===== config.mk =====
export PLATFORM = sky130hd
export DESIGN_NAME = gtol_core
export DESIGN_NICKNAME = d
export VERILOG_FILES = /design/src/design/gtol_pkg.sv /design/src/design/gtol_core.sv
export SDC_FILE = /design/constraint.sdc
export NUM_CORES = 1
export LEC_CHECK = 0
export BUFFER_PORTS_ARGS = -buffer_cell sky130_fd_sc_hd__clkbuf_2
export CAP_MARGIN = 5
export CELL_PAD_IN_SITES_DETAIL_PLACEMENT = 0
export CELL_PAD_IN_SITES_GLOBAL_PLACEMENT = 1
export CORE_AREA = 2 2 137 139
export DETAILED_ROUTE_END_ITERATION = 7
export DIE_AREA = 0 0 139 141
export GPL_ROUTABILITY_DRIVEN = 0
export GPL_TIMING_DRIVEN = 0
export PLACE_DENSITY = 0.63
export SETUP_SLACK_MARGIN = 0.05
export SYNTH_ARGS = -nofsm -noshare
export SYNTH_HDL_FRONTEND = slang
export SYNTH_SLANG_ARGS = --single-unit

===== constraint.sdc =====
create_clock -name core_clk_in -period 5 [get_ports core_clk_in]
set_input_delay 1.25 -clock core_clk_in [delete_from_list [all_inputs] [get_ports core_clk_in]]
set_output_delay 1.25 -clock core_clk_in [all_outputs]
set_load 0.05 [all_outputs]

===== src/design/gtol_pkg.sv =====
// package for the genlock timing offset and lock control block
package gtol_pkg;

    // reference formats selectable by software
    typedef enum logic [2:0] {
        GTOL_FMT_NTSC,
        GTOL_FMT_PAL,
        GTOL_FMT_TRI,
        GTOL_FMT_CW,
        GTOL_FMT_PPS
    } gtol_fmt_t;

    // tri-level variants reported by detection
    typedef enum logic [3:0] {
        GTOL_HD_NONE,
        GTOL_HD_1080_60I,
        GTOL_HD_1080_5994I,
        GTOL_HD_1080_50I,
        GTOL_HD_1080_30P,
        GTOL_HD_1080_2997P,
        GTOL_HD_1080_25P,
        GTOL_HD_1080_24P,
        GTOL_HD_1080_2398P,
        GTOL_HD_1080_24SF,
        GTOL_HD_1080_2398SF,
        GTOL_HD_720_60P,
        GTOL_HD_720_5994P,
        GTOL_HD_720_50P
    } gtol_hd_t;

    // coarse step clock chosen per format
    typedef enum logic [1:0] {
        GTOL_CLK_54M,
        GTOL_CLK_74M25,
        GTOL_CLK_74M18,
        GTOL_CLK_NONE
    } gtol_cclk_t;

    typedef enum logic [1:0] {
        GTOL_ST_UNLOCKED,
        GTOL_ST_LOCKED,
        GTOL_ST_WAIT_MANUAL
    } gtol_state_t;

    // expected reference figures
    localparam logic [11:0] NTSC_LINES = 12'd525;
    localparam logic [11:0] PAL_LINES = 12'd625;
    localparam logic [11:0] HD1080_LINES = 12'd1125;
    localparam logic [11:0] HD720_LINES = 12'd750;
    localparam int NTSC_FIELD_MHZ = 59940; // field rate in millihertz
    localparam int PAL_FIELD_MHZ = 50000;
    localparam int CW_FREQ_HZ = 10000000;

    // offset limits; fine in 0.1 ns units
    localparam logic [11:0] VLIM_NTSC = 12'd525;
    localparam logic [11:0] VLIM_PAL = 12'd1250;
    localparam logic [11:0] VLIM_1080 = 12'd562;
    localparam logic [11:0] VLIM_720 = 12'd375;
    localparam logic [11:0] VLIM_CW = 12'd1125;
    localparam logic [7:0] FLIM_SD = 8'd100;
    localparam logic [7:0] FLIM_HD = 8'd70;
    // coarse limits in clock periods (usec times clock rate, rounded down)
    localparam logic [12:0] CLIM_NTSC = 13'd3432;
    localparam logic [12:0] CLIM_PAL = 13'd3456;
    localparam logic [12:0] CLIM_1080_60 = 13'd2200;
    localparam logic [12:0] CLIM_1080_50 = 13'd2640;
    localparam logic [12:0] CLIM_1080_24 = 13'd2750;
    localparam logic [12:0] CLIM_720_60 = 13'd1650;
    localparam logic [12:0] CLIM_720_50 = 13'd1980;
    localparam logic [12:0] CLIM_CW = 13'd3456;

    // settings carried together
    typedef struct packed {
        logic signed [11:0] vert;
        logic signed [12:0] coarse;
        logic signed [7:0] fine;
    } gtol_offset_t;

    // detection result from the reference front end
    typedef struct packed {
        logic [11:0] lines;
        logic interlaced;
        logic segmented;
        logic fractional;
        logic [1:0] rate; // 0: 60/30, 1: 50/25, 2: 24
        logic progressive;
    } gtol_detect_t;
endpackage


===== src/design/gtol_core.sv =====
// genlock reference selection, lock action and timing offset control
`timescale 1ns/1ns
`default_nettype none
module gtol_core #(
    parameter int VW = 12,
    parameter int CW = 13,
    parameter int FW = 8
) (
    input wire logic core_clk_in,
    input wire logic rst_in,
    input wire gtol_pkg::gtol_fmt_t format_in,
    input wire logic manual_mode_in,
    input wire logic lock_now_in,
    input wire logic ref_usable_in,
    input wire gtol_pkg::gtol_detect_t detect_in,
    input wire gtol_pkg::gtol_offset_t offset_req_in,
    output gtol_pkg::gtol_offset_t offset_out,
    output logic offset_enable_out,
    output gtol_pkg::gtol_cclk_t coarse_clk_out,
    output gtol_pkg::gtol_hd_t hd_format_out,
    output logic [11:0] expected_lines_out,
    output logic locked_out,
    output logic waiting_manual_out,
    output logic external_reference_indicator_out,
    output logic offset_clamped_out
);
    // elaboration-time refusal of any widths other than those of the packed offset struct
    if (VW != 12 || CW != 13 || FW != 8) begin : g_width_check
        $error("gtol_core: field widths must match the package offset struct");
    end

    typedef struct packed {
        gtol_pkg::gtol_state_t st;
        gtol_pkg::gtol_offset_t off;
        logic off_en;
        gtol_pkg::gtol_cclk_t cclk;
        gtol_pkg::gtol_hd_t hd;
        logic [11:0] lines;
        logic clamped;
    } gtol_core_state_t;

    gtol_core_state_t r;
    gtol_core_state_t next_r;

    logic [11:0] vlim;
    logic [12:0] clim;
    logic [7:0] flim;
    gtol_pkg::gtol_hd_t hd_det;

    // tri-level variant classification from measured lines, scan and rate
    always_comb begin
        hd_det = gtol_pkg::GTOL_HD_NONE;
        if (detect_in.lines == gtol_pkg::HD720_LINES) begin
            unique case (detect_in.rate)
                2'd1: hd_det = gtol_pkg::GTOL_HD_720_50P;
                2'd0: hd_det = detect_in.fractional ? gtol_pkg::GTOL_HD_720_5994P
                                                    : gtol_pkg::GTOL_HD_720_60P;
                default: hd_det = gtol_pkg::GTOL_HD_NONE;
            endcase
        end else if (detect_in.lines == gtol_pkg::HD1080_LINES) begin
            if (detect_in.interlaced) begin
                unique case (detect_in.rate)
                    2'd1: hd_det = gtol_pkg::GTOL_HD_1080_50I;
                    2'd0: hd_det = detect_in.fractional ? gtol_pkg::GTOL_HD_1080_5994I
                                                        : gtol_pkg::GTOL_HD_1080_60I;
                    default: hd_det = gtol_pkg::GTOL_HD_NONE;
                endcase
            end else if (detect_in.segmented) begin
                if (detect_in.rate == 2'd2) begin
                    hd_det = detect_in.fractional ? gtol_pkg::GTOL_HD_1080_2398SF
                                                  : gtol_pkg::GTOL_HD_1080_24SF;
                end
            end else if (detect_in.progressive) begin
                unique case (detect_in.rate)
                    2'd1: hd_det = gtol_pkg::GTOL_HD_1080_25P;
                    2'd0: hd_det = detect_in.fractional ? gtol_pkg::GTOL_HD_1080_2997P
                                                        : gtol_pkg::GTOL_HD_1080_30P;
                    2'd2: hd_det = detect_in.fractional ? gtol_pkg::GTOL_HD_1080_2398P
                                                        : gtol_pkg::GTOL_HD_1080_24P;
                    default: hd_det = gtol_pkg::GTOL_HD_NONE;
                endcase
            end
        end
    end

    // per-format vertical, coarse and fine offset limits
    always_comb begin
        vlim = gtol_pkg::VLIM_CW;
        clim = gtol_pkg::CLIM_CW;
        flim = 8'h00;
        unique case (format_in)
            gtol_pkg::GTOL_FMT_NTSC: begin
                vlim = gtol_pkg::VLIM_NTSC;
                clim = gtol_pkg::CLIM_NTSC;
                flim = gtol_pkg::FLIM_SD;
            end
            gtol_pkg::GTOL_FMT_PAL: begin
                vlim = gtol_pkg::VLIM_PAL;
                clim = gtol_pkg::CLIM_PAL;
                flim = gtol_pkg::FLIM_SD;
            end
            gtol_pkg::GTOL_FMT_TRI: begin
                flim = gtol_pkg::FLIM_HD;
                if (detect_in.lines == gtol_pkg::HD720_LINES) begin
                    vlim = gtol_pkg::VLIM_720;
                    clim = (detect_in.rate == 2'd1) ? gtol_pkg::CLIM_720_50
                                                    : gtol_pkg::CLIM_720_60;
                end else begin
                    vlim = gtol_pkg::VLIM_1080;
                    clim = (detect_in.rate == 2'd1) ? gtol_pkg::CLIM_1080_50 :
                           (detect_in.rate == 2'd2) ? gtol_pkg::CLIM_1080_24
                                                    : gtol_pkg::CLIM_1080_60;
                end
            end
            default: begin
                vlim = gtol_pkg::VLIM_CW;
                clim = gtol_pkg::CLIM_CW;
                flim = 8'h00; // no fine term for cw or pps
            end
        endcase
    end

    // lock state, clamping and selection update
    always_comb begin
        next_r = r;
        next_r.clamped = 1'b0;
        // expected line count for the selected format, measured lines for tri-level
        unique case (format_in)
            gtol_pkg::GTOL_FMT_NTSC: next_r.lines = gtol_pkg::NTSC_LINES;
            gtol_pkg::GTOL_FMT_PAL: next_r.lines = gtol_pkg::PAL_LINES;
            gtol_pkg::GTOL_FMT_TRI: next_r.lines = detect_in.lines;
            default: next_r.lines = 12'h000; // cw has no lines
        endcase
        next_r.hd = (format_in == gtol_pkg::GTOL_FMT_TRI) ? hd_det : gtol_pkg::GTOL_HD_NONE;
        // coarse step clock per format
        unique case (format_in)
            gtol_pkg::GTOL_FMT_NTSC, gtol_pkg::GTOL_FMT_PAL:
                next_r.cclk = gtol_pkg::GTOL_CLK_54M;
            gtol_pkg::GTOL_FMT_TRI:
                next_r.cclk = detect_in.fractional ? gtol_pkg::GTOL_CLK_74M18
                                                   : gtol_pkg::GTOL_CLK_74M25;
            default: next_r.cclk = gtol_pkg::GTOL_CLK_NONE;
        endcase

        // offsets clamp to the format range, never wrap
        next_r.off_en = (format_in != gtol_pkg::GTOL_FMT_PPS);
        if (next_r.off_en) begin
            next_r.off = offset_req_in;
            if (offset_req_in.vert > $signed({1'b0, vlim[10:0]})) begin
                next_r.off.vert = $signed({1'b0, vlim[10:0]});
                next_r.clamped = 1'b1;
            end else if (offset_req_in.vert < -$signed({1'b0, vlim[10:0]})) begin
                next_r.off.vert = -$signed({1'b0, vlim[10:0]});
                next_r.clamped = 1'b1;
            end
            if (offset_req_in.coarse > $signed({1'b0, clim[11:0]})) begin
                next_r.off.coarse = $signed({1'b0, clim[11:0]});
                next_r.clamped = 1'b1;
            end else if (offset_req_in.coarse < -$signed({1'b0, clim[11:0]})) begin
                next_r.off.coarse = -$signed({1'b0, clim[11:0]});
                next_r.clamped = 1'b1;
            end
            if (offset_req_in.fine > $signed({1'b0, flim[6:0]})) begin
                next_r.off.fine = $signed({1'b0, flim[6:0]});
                next_r.clamped = 1'b1;
            end else if (offset_req_in.fine < -$signed({1'b0, flim[6:0]})) begin
                next_r.off.fine = -$signed({1'b0, flim[6:0]});
                next_r.clamped = 1'b1;
            end
        end else begin
            next_r.off = '0;
        end

        // lock action
        unique case (r.st)
            gtol_pkg::GTOL_ST_UNLOCKED: begin
                if (ref_usable_in) begin
                    next_r.st = gtol_pkg::GTOL_ST_LOCKED;
                end
            end
            gtol_pkg::GTOL_ST_LOCKED: begin
                if (!ref_usable_in) begin
                    next_r.st = manual_mode_in ? gtol_pkg::GTOL_ST_WAIT_MANUAL
                                               : gtol_pkg::GTOL_ST_UNLOCKED;
                end
            end
            gtol_pkg::GTOL_ST_WAIT_MANUAL: begin
                if (ref_usable_in && (lock_now_in || !manual_mode_in)) begin
                    next_r.st = gtol_pkg::GTOL_ST_LOCKED;
                end
            end
            default: next_r.st = gtol_pkg::GTOL_ST_UNLOCKED;
        endcase
    end

    // state register
    always_ff @(posedge core_clk_in) begin
        if (rst_in) begin
            r <= '0;
        end else begin
            r <= next_r;
        end
    end

    assign offset_out = r.off;
    assign offset_enable_out = r.off_en;
    assign coarse_clk_out = r.cclk;
    assign hd_format_out = r.hd;
    assign expected_lines_out = r.lines;
    assign locked_out = (r.st == gtol_pkg::GTOL_ST_LOCKED);
    assign waiting_manual_out = (r.st == gtol_pkg::GTOL_ST_WAIT_MANUAL);
    assign external_reference_indicator_out = (r.st != gtol_pkg::GTOL_ST_LOCKED); // red
    assign offset_clamped_out = r.clamped;
endmodule
`default_nettype wire


**After elaboration in Yosys (flattened, before gate mapping)**

Cells that the tools add are included.

- Output and inout port bits: 56
- Flip-flop bits (word level): 55
- Logic and storage cells: 91
- Input port bits: 59

- Muxes and demuxes: 42
- Bitwise operators: 2
- Equal/unequal tests: 13
- $add $sub $neg: 3
- $lt $le $gt $ge: 6
- Reductions and logical operators: 13

Operator list:

| kind | number |
|---|---|
| 12-bit 2-to-1 mux | 3 |
| 12-bit one-hot mux with 3 select lines | 1 |
| 11-bit one-hot mux with 3 select lines | 1 |
| 10-bit 2-to-1 mux | 3 |
| 4-bit 2-to-1 mux | 7 |
| 12-bit one-hot mux with 2 select lines | 1 |
| 2-bit 2-to-1 mux | 7 |
| 7-bit one-hot mux with 2 select lines | 1 |
| 13-bit > comparator | 1 |
| 13-bit < comparator | 1 |
| 13-bit 2-to-1 mux | 1 |
| 12-bit negation with 13-bit output | 1 |
| 12-bit by 10-bit equality test with 1-bit output (second input constant) | 1 |
| 12-bit by 11-bit equality test with 1-bit output (second input constant) | 1 |
| 12-bit > comparator | 1 |
| 12-bit < comparator | 1 |
| 11-bit negation with 12-bit output | 1 |
| 4-bit one-hot mux with 3 select lines | 1 |
| 11-bit 2-to-1 mux | 1 |
| 9-bit 2-to-1 mux | 1 |
| 3-bit OR reduction | 3 |
| 8-bit > comparator | 1 |
| 8-bit < comparator | 1 |
| 8-bit 2-to-1 mux | 1 |
| 22 further kinds | 37 |

**Logic depth before layout (Yosys ltp)**

Gate-level depths: netlist of run 1.

- Word-level depth: 11
- Gate-level depth with buffers: 17
- Depth with buffers taken out: 15

**Worst setup path after synthesis of run 1**

Ideal clock, no wire load.

- Path kind: input port to flip-flop
- From: in detect_in[10] (netlist bit)
- To: reg r (netlist bit offset_out[15])
- Data required time: 4,884 ps
- Buffers on the path: 1
- Setup time: 116 ps
- Slack: 665 ps
- Cell stages on the path: 15
- Arrival: 4,219 ps
- Cell sequence: and4bb_2 nand4_2 clkinv_1 ha_1 inv_1 o21ai_1 xnor2_1 ha_1 or3_1 o211ai_1 o211a_1 mux2i_1 buf_2 a21oi_1 o211a_1

- Cells in the longest elaborated chain, start to end: 7
- Elaborated cells on any way between the ends: 8
- Classes of those cells: 1 x add/sub; 2 x order compare; 1 x eq/ne; 4 x mux

Ends and longest elaborated chain:

| element | RTL line | source |
|---|---|---|
| start, declared | gtol_core.sv:15 | `input wire gtol_pkg::gtol_detect_t detect_in,` |
| 12-bit by 10-bit equality test with 1-bit output * | gtol_core.sv:104 | `if (detect_in.lines == gtol_pkg::HD720_LINES) begin` |
| 12-bit 2-to-1 mux * | gtol_core.sv:104 |  |
| 12-bit one-hot mux with 2 select lines * | gtol_core.sv:91 | `unique case (format_in)` |
| 12-bit negation with 13-bit output | gtol_core.sv:159, gtol_core.sv:160 |  |
| 13-bit < comparator | gtol_core.sv:159 | `end else if (offset_req_in.coarse < -$signed({1'b0, clim[11:0]})) begin` |
| 13-bit 2-to-1 mux | gtol_core.sv:159 |  |
| 12-bit 2-to-1 mux * | gtol_core.sv:156 | `if (offset_req_in.coarse > $signed({1'b0, clim[11:0]})) begin` |
| end signal, assigned | gtol_core.sv:201 | `r <= next_r;` |
| end, declared | gtol_core.sv:42 | `gtol_core_state_t r;` |

Mark *: on every way between the ends. The rest lies on a longest branch, timed or not.
A chain may end at the register's enable or synchronous reset.

**Final worst setup path of run 1**

- From: in detect_in[10] (netlist bit)
- To: reg r (netlist bit offset_out[14])

Same word-level chain as after synthesis.

==> summary.txt, run 1 <==
Status
  • Status: complete, no violations

Cells and area
  • Filler cell count: 2,011
  • Most frequent cells in the layout: clkbuf_2, ha_1, dfxtp_1, buf_4, inv_1
  • Final Util: 0.3019
  • # diodes: 0
  • Multi-input gate area: 2689 sq um
  • Fraction of layout cells with a size suffix above 1: 0.3147
  • Commonest non-fill, non-tap cell in the layout: clkbuf_2
  • Synthesis-to-finish area growth: 23.54%
  • Storage element area: 1101 sq um
  • Final instance area: 5515 sq um
  • # nets final: 784

STA
  • Final WS setup: 0.1879 ns
  • Max Clock Skew: 0.0002461 ns
  • Fin. Hold Viols: 0
  • Tmin final: 4.812 ns
  • Least-Margin Pin Slew: 0.8309 ns
  • Max Slew Vio Count: 0
  • # setup viols final: 0
  • FMAX: 207.8 MHz
  • RSZ-0062 raised after global routing: yes
  • Slew HR: 0.4461
  • Final worst-path cycle share: 0.9624

Floorplan
  • Ports: 115
  • Rows: 50
  • Core area: 18,270 sq um
  • Die ar.: 19,600 sq um
  • Die Y: 141 um
  • DIE WIDTH: 139 um
  • Initial core utilization: 0.2444

Routing
  • Routed met3 length: 748 um
  • Vias: 4,253
  • Met1 WL: 6471 um
  • Residual DRC: 0
  • Metal2 WL: 6332 um
  • Via/cell ratio: 4.752
  • Final ANT Viol Nets: 0
  • 1st-pass router iterations: 4
  • DR iter-0 viols: 250
  • Wirelength per Cell: 15.49 um
  • Drt total wl: 13,870 um
  • Uppermost layer routed: met4

Place
  • Port Buffers: 112
  • Detailed placement HPWL: 11,190 um
  • Post-DP Area: 5321 sq um
  • Place WS: -0.2212 ns

Clock network
  • Clk root buf: clkbuf_16
  • TritonCTS clock tree: yes
  • CTS sink cnt: 55
  • Htree depth: 2
  • Clk buf depth: 2
  • Clk Latency, worst-skew pair: 0.30 ns
  • Clock slew at reported path FFs: 0.08 ns
  • CTS buffer count: 5

Critical path
  • Required time worst endpoint: 5.21 ns
  • Worst-path cell chain: clkbuf_2 -> and4bb_2 -> nand4_2 -> clkinvlp_4 -> nand2b_1 -> a21oi_1 -> inv_1 -> ha_1 -> xnor2_1 -> ha_1 -> or3_1 -> o211ai_1 -> o211a_1 -> mux2i_1 -> buf_2 -> a21oi_1 -> a211oi_1
  • Crit Path Category: primary input to flop
  • Slowest stage delay, CP: 0.35 ns
  • Worst EP arrival: 5.02 ns
  • Crit-path max FO: 10
  • Critical path's slowest cell: or3_1
  • Startpoint Class: primary input
  • Worst Setup End Kind: flop

GRT
  • GR Overflow Total: 0
  • Largest net degree at the start of global routing: 18
  • Vias in the first global route: 4,182
  • Initial antenna violation count: 0
  • First-pass GRT wire length: 21,630 um
  • All-layer global routing usage: 0.1381

Power
  • PwrDens: 254.0 nW/um^2
  • Leakage power of the design: 2.671 nW
  • Peak VDD IR: 0.1289 mV

Logic synthesis
  • YS warnings: 0
  • Seq/Total Area, Yosys: 0.2466
  • Synth async-reset ratio: 0
  • Yosys cell types: 69
  • Syn_area_per_cell: 8.298 sq um
  • Synthesized flop and latch total: 55
  • Mapped cell area: 4464 sq um
  • Main synth FF type: dfxtp_1
  • Cells after synthesis: 538
  • Number of synthesized flops with an enable pin: 0

Worst hold path
  • Worst Hold Class: flop to flop

Flow run
  • Maxcap violations: 0
[sequential cells by signal, summed over array words and instances, names as in the netlist]
signal / flops
offset_clamped_out: 1
expected_lines_out: 12
hd_format_out: 4
coarse_clk_out: 2
offset_enable_out: 1
r: 2
offset_out: 33
[metal layers]
metal  vias to the layer above  global-route usage
li1                       2132                   -
met1                      1966              0.1773
met2                       132              0.2282
met3                        23             0.03465
met4                         0             0.04413
met5                         -                   0
[stage by stage]
step | total power, mW | TNS (ns) | cells | hold slack [ns]
3_3_place_gp | 0.9866 | -2.293 | 885 | 0.5061
2_1_floorplan | 0.8549 | 0 | 539 | 0.4975
6_report | 1.401 | 0 | 895 | 0.5390
4_1_cts | 1.422 | 0 | 893 | 0.5394
5_1_grt | 1.478 | 0 | 895 | 0.5790
3_5_place_dp | 0.9928 | -2.220 | 885 | 0.5259
[power breakdown]
group / internal, mW / switching [mW]
clock network: 0.237 / 0.181
logic: 0.180 / 0.322
registers: 0.471 / 0.00955
[worst max-delay path, delay by kind of cell]
kind | cells | cell delay [ns]
XOR/XNOR | 1 | 0.14
AO/OA/AOI/OAI | 5 | 1.15
adder cells (fa/ha/maj) | 2 | 0.43
AND/OR/NAND/NOR | 4 | 1.03
multiplexers | 1 | 0.25
buffers and inverters | 4 | 0.73
[synthesized netlist by cell type (all sizes together) (3+ instances only)]
cell type	number	area, sq um
a211oi	6	45.04
a21o	9	68.82
a21oi	35	178.9
a31oi	17	106.4
and2	7	43.79
and3	4	25.02
and4	4	35.03
buf	64	488.0
clkbuf	6	22.52
dfxtp	55	1101
ha	65	813.3
inv	43	161.4
mux2	3	33.78
mux2i	3	30.03
nand2	31	116.4
nand2b	3	18.77
nand3	17	85.08
nand4	12	81.33
nand4b	3	26.28
nor2	33	131.4
nor2b	10	62.56
nor3	9	45.04
nor4	3	18.77
o211ai	16	120.1
o21a	12	90.09
o21ai	20	103.9
o31ai	3	27.52
or2	3	18.77
or3	4	25.02
[worst paths after layout]
check | startpoint | endpoint | slack (ns) | cells past startpoint
setup reg to reg | r[54] | r[54] | 4.19 | 4
hold / removal | r[54] | r[53] | 0.54 | 2
setup / recovery | detect_in[10] | offset_out[14] | 0.19 | 17
hold reg to reg | r[54] | r[53] | 0.54 | 2
[timing repair]
action	CTS	global route
setup endpoints to repair	0	19
hold buffers	0	0
gates resized for setup	0	3
buffers inserted	0	2
[cell type report]
cell class	count	share of cell area
repair buffers	114	0.1044
multi-input cells	369	0.4875
clock inverters	3	0.007940
well taps	234	0.05309
flip-flops and latches	55	0.1996
inverters	44	0.03063
plain buffers	71	0.09415
clock buffers	5	0.02269
[cells by family (layout without fill, tap and decap cells)]
family          count (synthesis)  in the layout  share of synthesized area
other cells                     2              3                   0.001682
buf+inv                       115            237                     0.1533
mux                             6              6                    0.01429
compound gates                143            143                     0.2175
flops                          55             55                     0.2466
xor+xnor                        2              2                   0.003924
fa+ha+maj                      65             65                     0.1822
simple gates                  150            150                     0.1805
No activity file was read; power rests on OpenSTA's default activity.
==> run 2: changes to the inputs <==
--- a/config.mk
+++ b/config.mk
@@ -9,9 +9,9 @@
 export CAP_MARGIN = 5
 export CELL_PAD_IN_SITES_DETAIL_PLACEMENT = 0
 export CELL_PAD_IN_SITES_GLOBAL_PLACEMENT = 1
-export CORE_AREA = 2 2 137 139
+export CORE_AREA = 2 2 105 182
 export DETAILED_ROUTE_END_ITERATION = 7
-export DIE_AREA = 0 0 139 141
+export DIE_AREA = 0 0 107 184
 export GPL_ROUTABILITY_DRIVEN = 0
 export GPL_TIMING_DRIVEN = 0
 export PLACE_DENSITY = 0.63
==> run 2 against run 1 <==
Compared with the run above: die area grew 0.45%; setup slack improved by 0.12 ns; via count increased by 1.9%; critical path depth is 1 lower; core utilization up 0.31 points; routed wire length grew 7.1%; highest routed layer unchanged.
==> summary.txt, run 2 (synthesis results as in run 1) <==
Status
  • Status: complete, no violations

Clock network
  • CTS Hold Bufs: 0
  • Clk buf depth: 2
  • CTS buffer count: 5
  • Clk Latency, worst-skew pair: 0.30 ns
  • Htree depth: 2
  • Clk root buf: clkbuf_16
  • TritonCTS clock tree: yes
  • CTS sink cnt: 55
  • Clock slew at reported path FFs: 0.07 ns

Cells and area
  • # nets final: 784
  • Most frequent cells in the layout: clkbuf_2, ha_1, dfxtp_1, buf_4, inv_1
  • # diodes: 0
  • Max reg flops: 33
  • Fraction of layout cells with a size suffix above 1: 0.3182
  • Commonest non-fill, non-tap cell in the layout: clkbuf_2
  • Synthesis-to-finish area growth: 23.91%

Place
  • Detailed placement HPWL: 12,130 um
  • Place WS: -0.2817 ns
  • Port Buffers: 112

STA
  • Final worst-path cycle share: 0.9387
  • Max Slew Vio Count: 0
  • Tmin final: 4.694 ns
  • Least-Margin Pin Slew: 0.6890 ns
  • # setup viols final: 0
  • RSZ-0062 raised after global routing: yes
  • Fin. Hold Viols: 0
  • Slew HR: 0.5406
  • Final WS setup: 0.3065 ns
  • Max Clock Skew: 0.0001641 ns
  • FMAX: 213.1 MHz

Worst hold path
  • Worst Hold Class: flop to flop

Routing
  • Via/cell ratio: 4.849
  • Final ANT Viol Nets: 0
  • Residual DRC: 0
  • 1st-pass router iterations: 4
  • DR iter-0 viols: 146
  • Vias: 4,335
  • Wirelength per Cell: 16.62 um
  • Drt total wl: 14,860 um

Critical path
  • FF-to-FF setup slack: 4.17 ns
  • Reg2reg end: r[54]
  • Worst-path cell chain: clkbuf_2 -> or2_2 -> clkbuf_1 -> nor2_1 -> buf_2 -> nand2_1 -> ha_1 -> xnor2_1 -> ha_1 -> or3_1 -> o211ai_1 -> o211a_1 -> mux2i_2 -> clkbuf_4 -> o21ai_0 -> a21oi_1
  • Worst EP arrival: 4.90 ns
  • Startpoint Class: primary input
  • Most frequent CP cell: ha_1
  • Slowest stage delay, CP: 0.39 ns
  • CP Launch Point: format_in[0]
  • Stages on worst setup path: 16
  • Crit Path Category: primary input to flop
  • Reg2reg path depth: 4
  • Required time worst endpoint: 5.21 ns
  • Critical path's slowest cell: or3_1
  • CP bufs+invs: 4
  • Crit-path max FO: 11
  • Cell family with most CP delay: simple AND/OR/NAND/NOR gates
  • Worst Setup End Kind: flop
  • R2r startpoint: r[54]
  • Critical Path End: offset_out[9]

Power
  • Seq pwr share: 0.343
  • Switching part of the total power: 0.3664
  • Peak VDD IR: 0.1410 mV
  • Leakage power of the design: 2.661 nW
  • Part of the power in the clock network: 0.291
  • Combinational share of power: 0.366
  • NetSw: 0.5131 mW
  • Final Power: 1.400 mW
  • Cell Int Power: 0.8872 mW
  • PwrDens: 253.1 nW/um^2

GRT
  • All-layer global routing usage: 0.1518
  • GR Layer Usage met2: 0.2904
  • GRT Max-Usage Layer: met2
  • First-pass GRT wire length: 22,760 um
  • Met1 usage: 0.1485
  • Met3 Use GR: 0.01950
  • Largest net degree at the start of global routing: 17
  • Initial antenna violation count: 0
  • GR Overflow Total: 0
  • Vias in the first global route: 4,360

Floorplan
  • DIE WIDTH: 107 um
  • Rows: 65
  • Core area: 18,140 sq um
  • Die ar.: 19,690 sq um
  • Ports: 115
  • Die Y: 184 um
  • Initial core utilization: 0.2462

Flow run
  • Maxcap violations: 0
## run 2: changes by cell type in the layout (fill, tap and decap cells not counted), sizes merged
cell / change
buf: -1
clkbuf: +1
clkinv: -2
clkinvlp: +1
## run 2: worst reg2reg max path: stages (launching register included)
cell,delay (ns)
dfxtp_1,0.32
nand2b_1,0.17
inv_1,0.08
nand3_1,0.08
a21oi_1,0.11
## run 2: per-layer routing
metal  wire length [um]  up-vias
met3                511       38
li1                   -     2131
met4                848        0
met2               8190      128
met1               5305     2038
met5                  0        -
## run 2: cell type report
type	count	area, sq um
Fill cell	1974	12600
Multi-Input combinational cell	369	2708
Sequential cell	55	1101
Timing Repair Buffer	114	575.6
Buffer	71	523.0
Tap cell	234	292.8
Inverter	44	168.9
Clock buffer	5	125.1
Clock inverter	2	37.54
## run 2: worst min path at each step
stage                 end  slack [ns]  cells after the start  start
global route        r[53]        0.59                      2  r[54]
detailed placement  r[53]        0.55                      2  r[54]
floorplan           r[53]        0.50                      2  r[54]
CTS                 r[53]        0.56                      2  r[54]
finish              r[53]        0.56                      2  r[54]
global placement    r[53]        0.51                      2  r[54]
## run 2: power groups by stage
stage / Clock (mW) / Sequential (mW) / Combinational (mW)
floorplan: 0 / 0.493 / 0.362
global placement: 0 / 0.491 / 0.501
detailed placement: 0 / 0.491 / 0.510
CTS: 0.422 / 0.481 / 0.513
global route: 0.434 / 0.485 / 0.556
finish: 0.407 / 0.481 / 0.512
## run 2: repair_timing
item,CTS,global route
setup endpoints to repair,1,21
gates resized for setup,1,8
setup buffers,0,2
## run 2: metrics by stage
step	area [sq um]	TNS, ns	util	cells	hold WS, ns
global placement	5321	-2.676	0.2934	885	0.5087
CTS	5490	0	0.3027	892	0.5629
global route	5532	0	0.3050	894	0.5873
finish	5532	0	0.3050	894	0.5609
detailed placement	5321	-3.498	0.2934	885	0.5507
floorplan	4468	0	-	539	0.4975
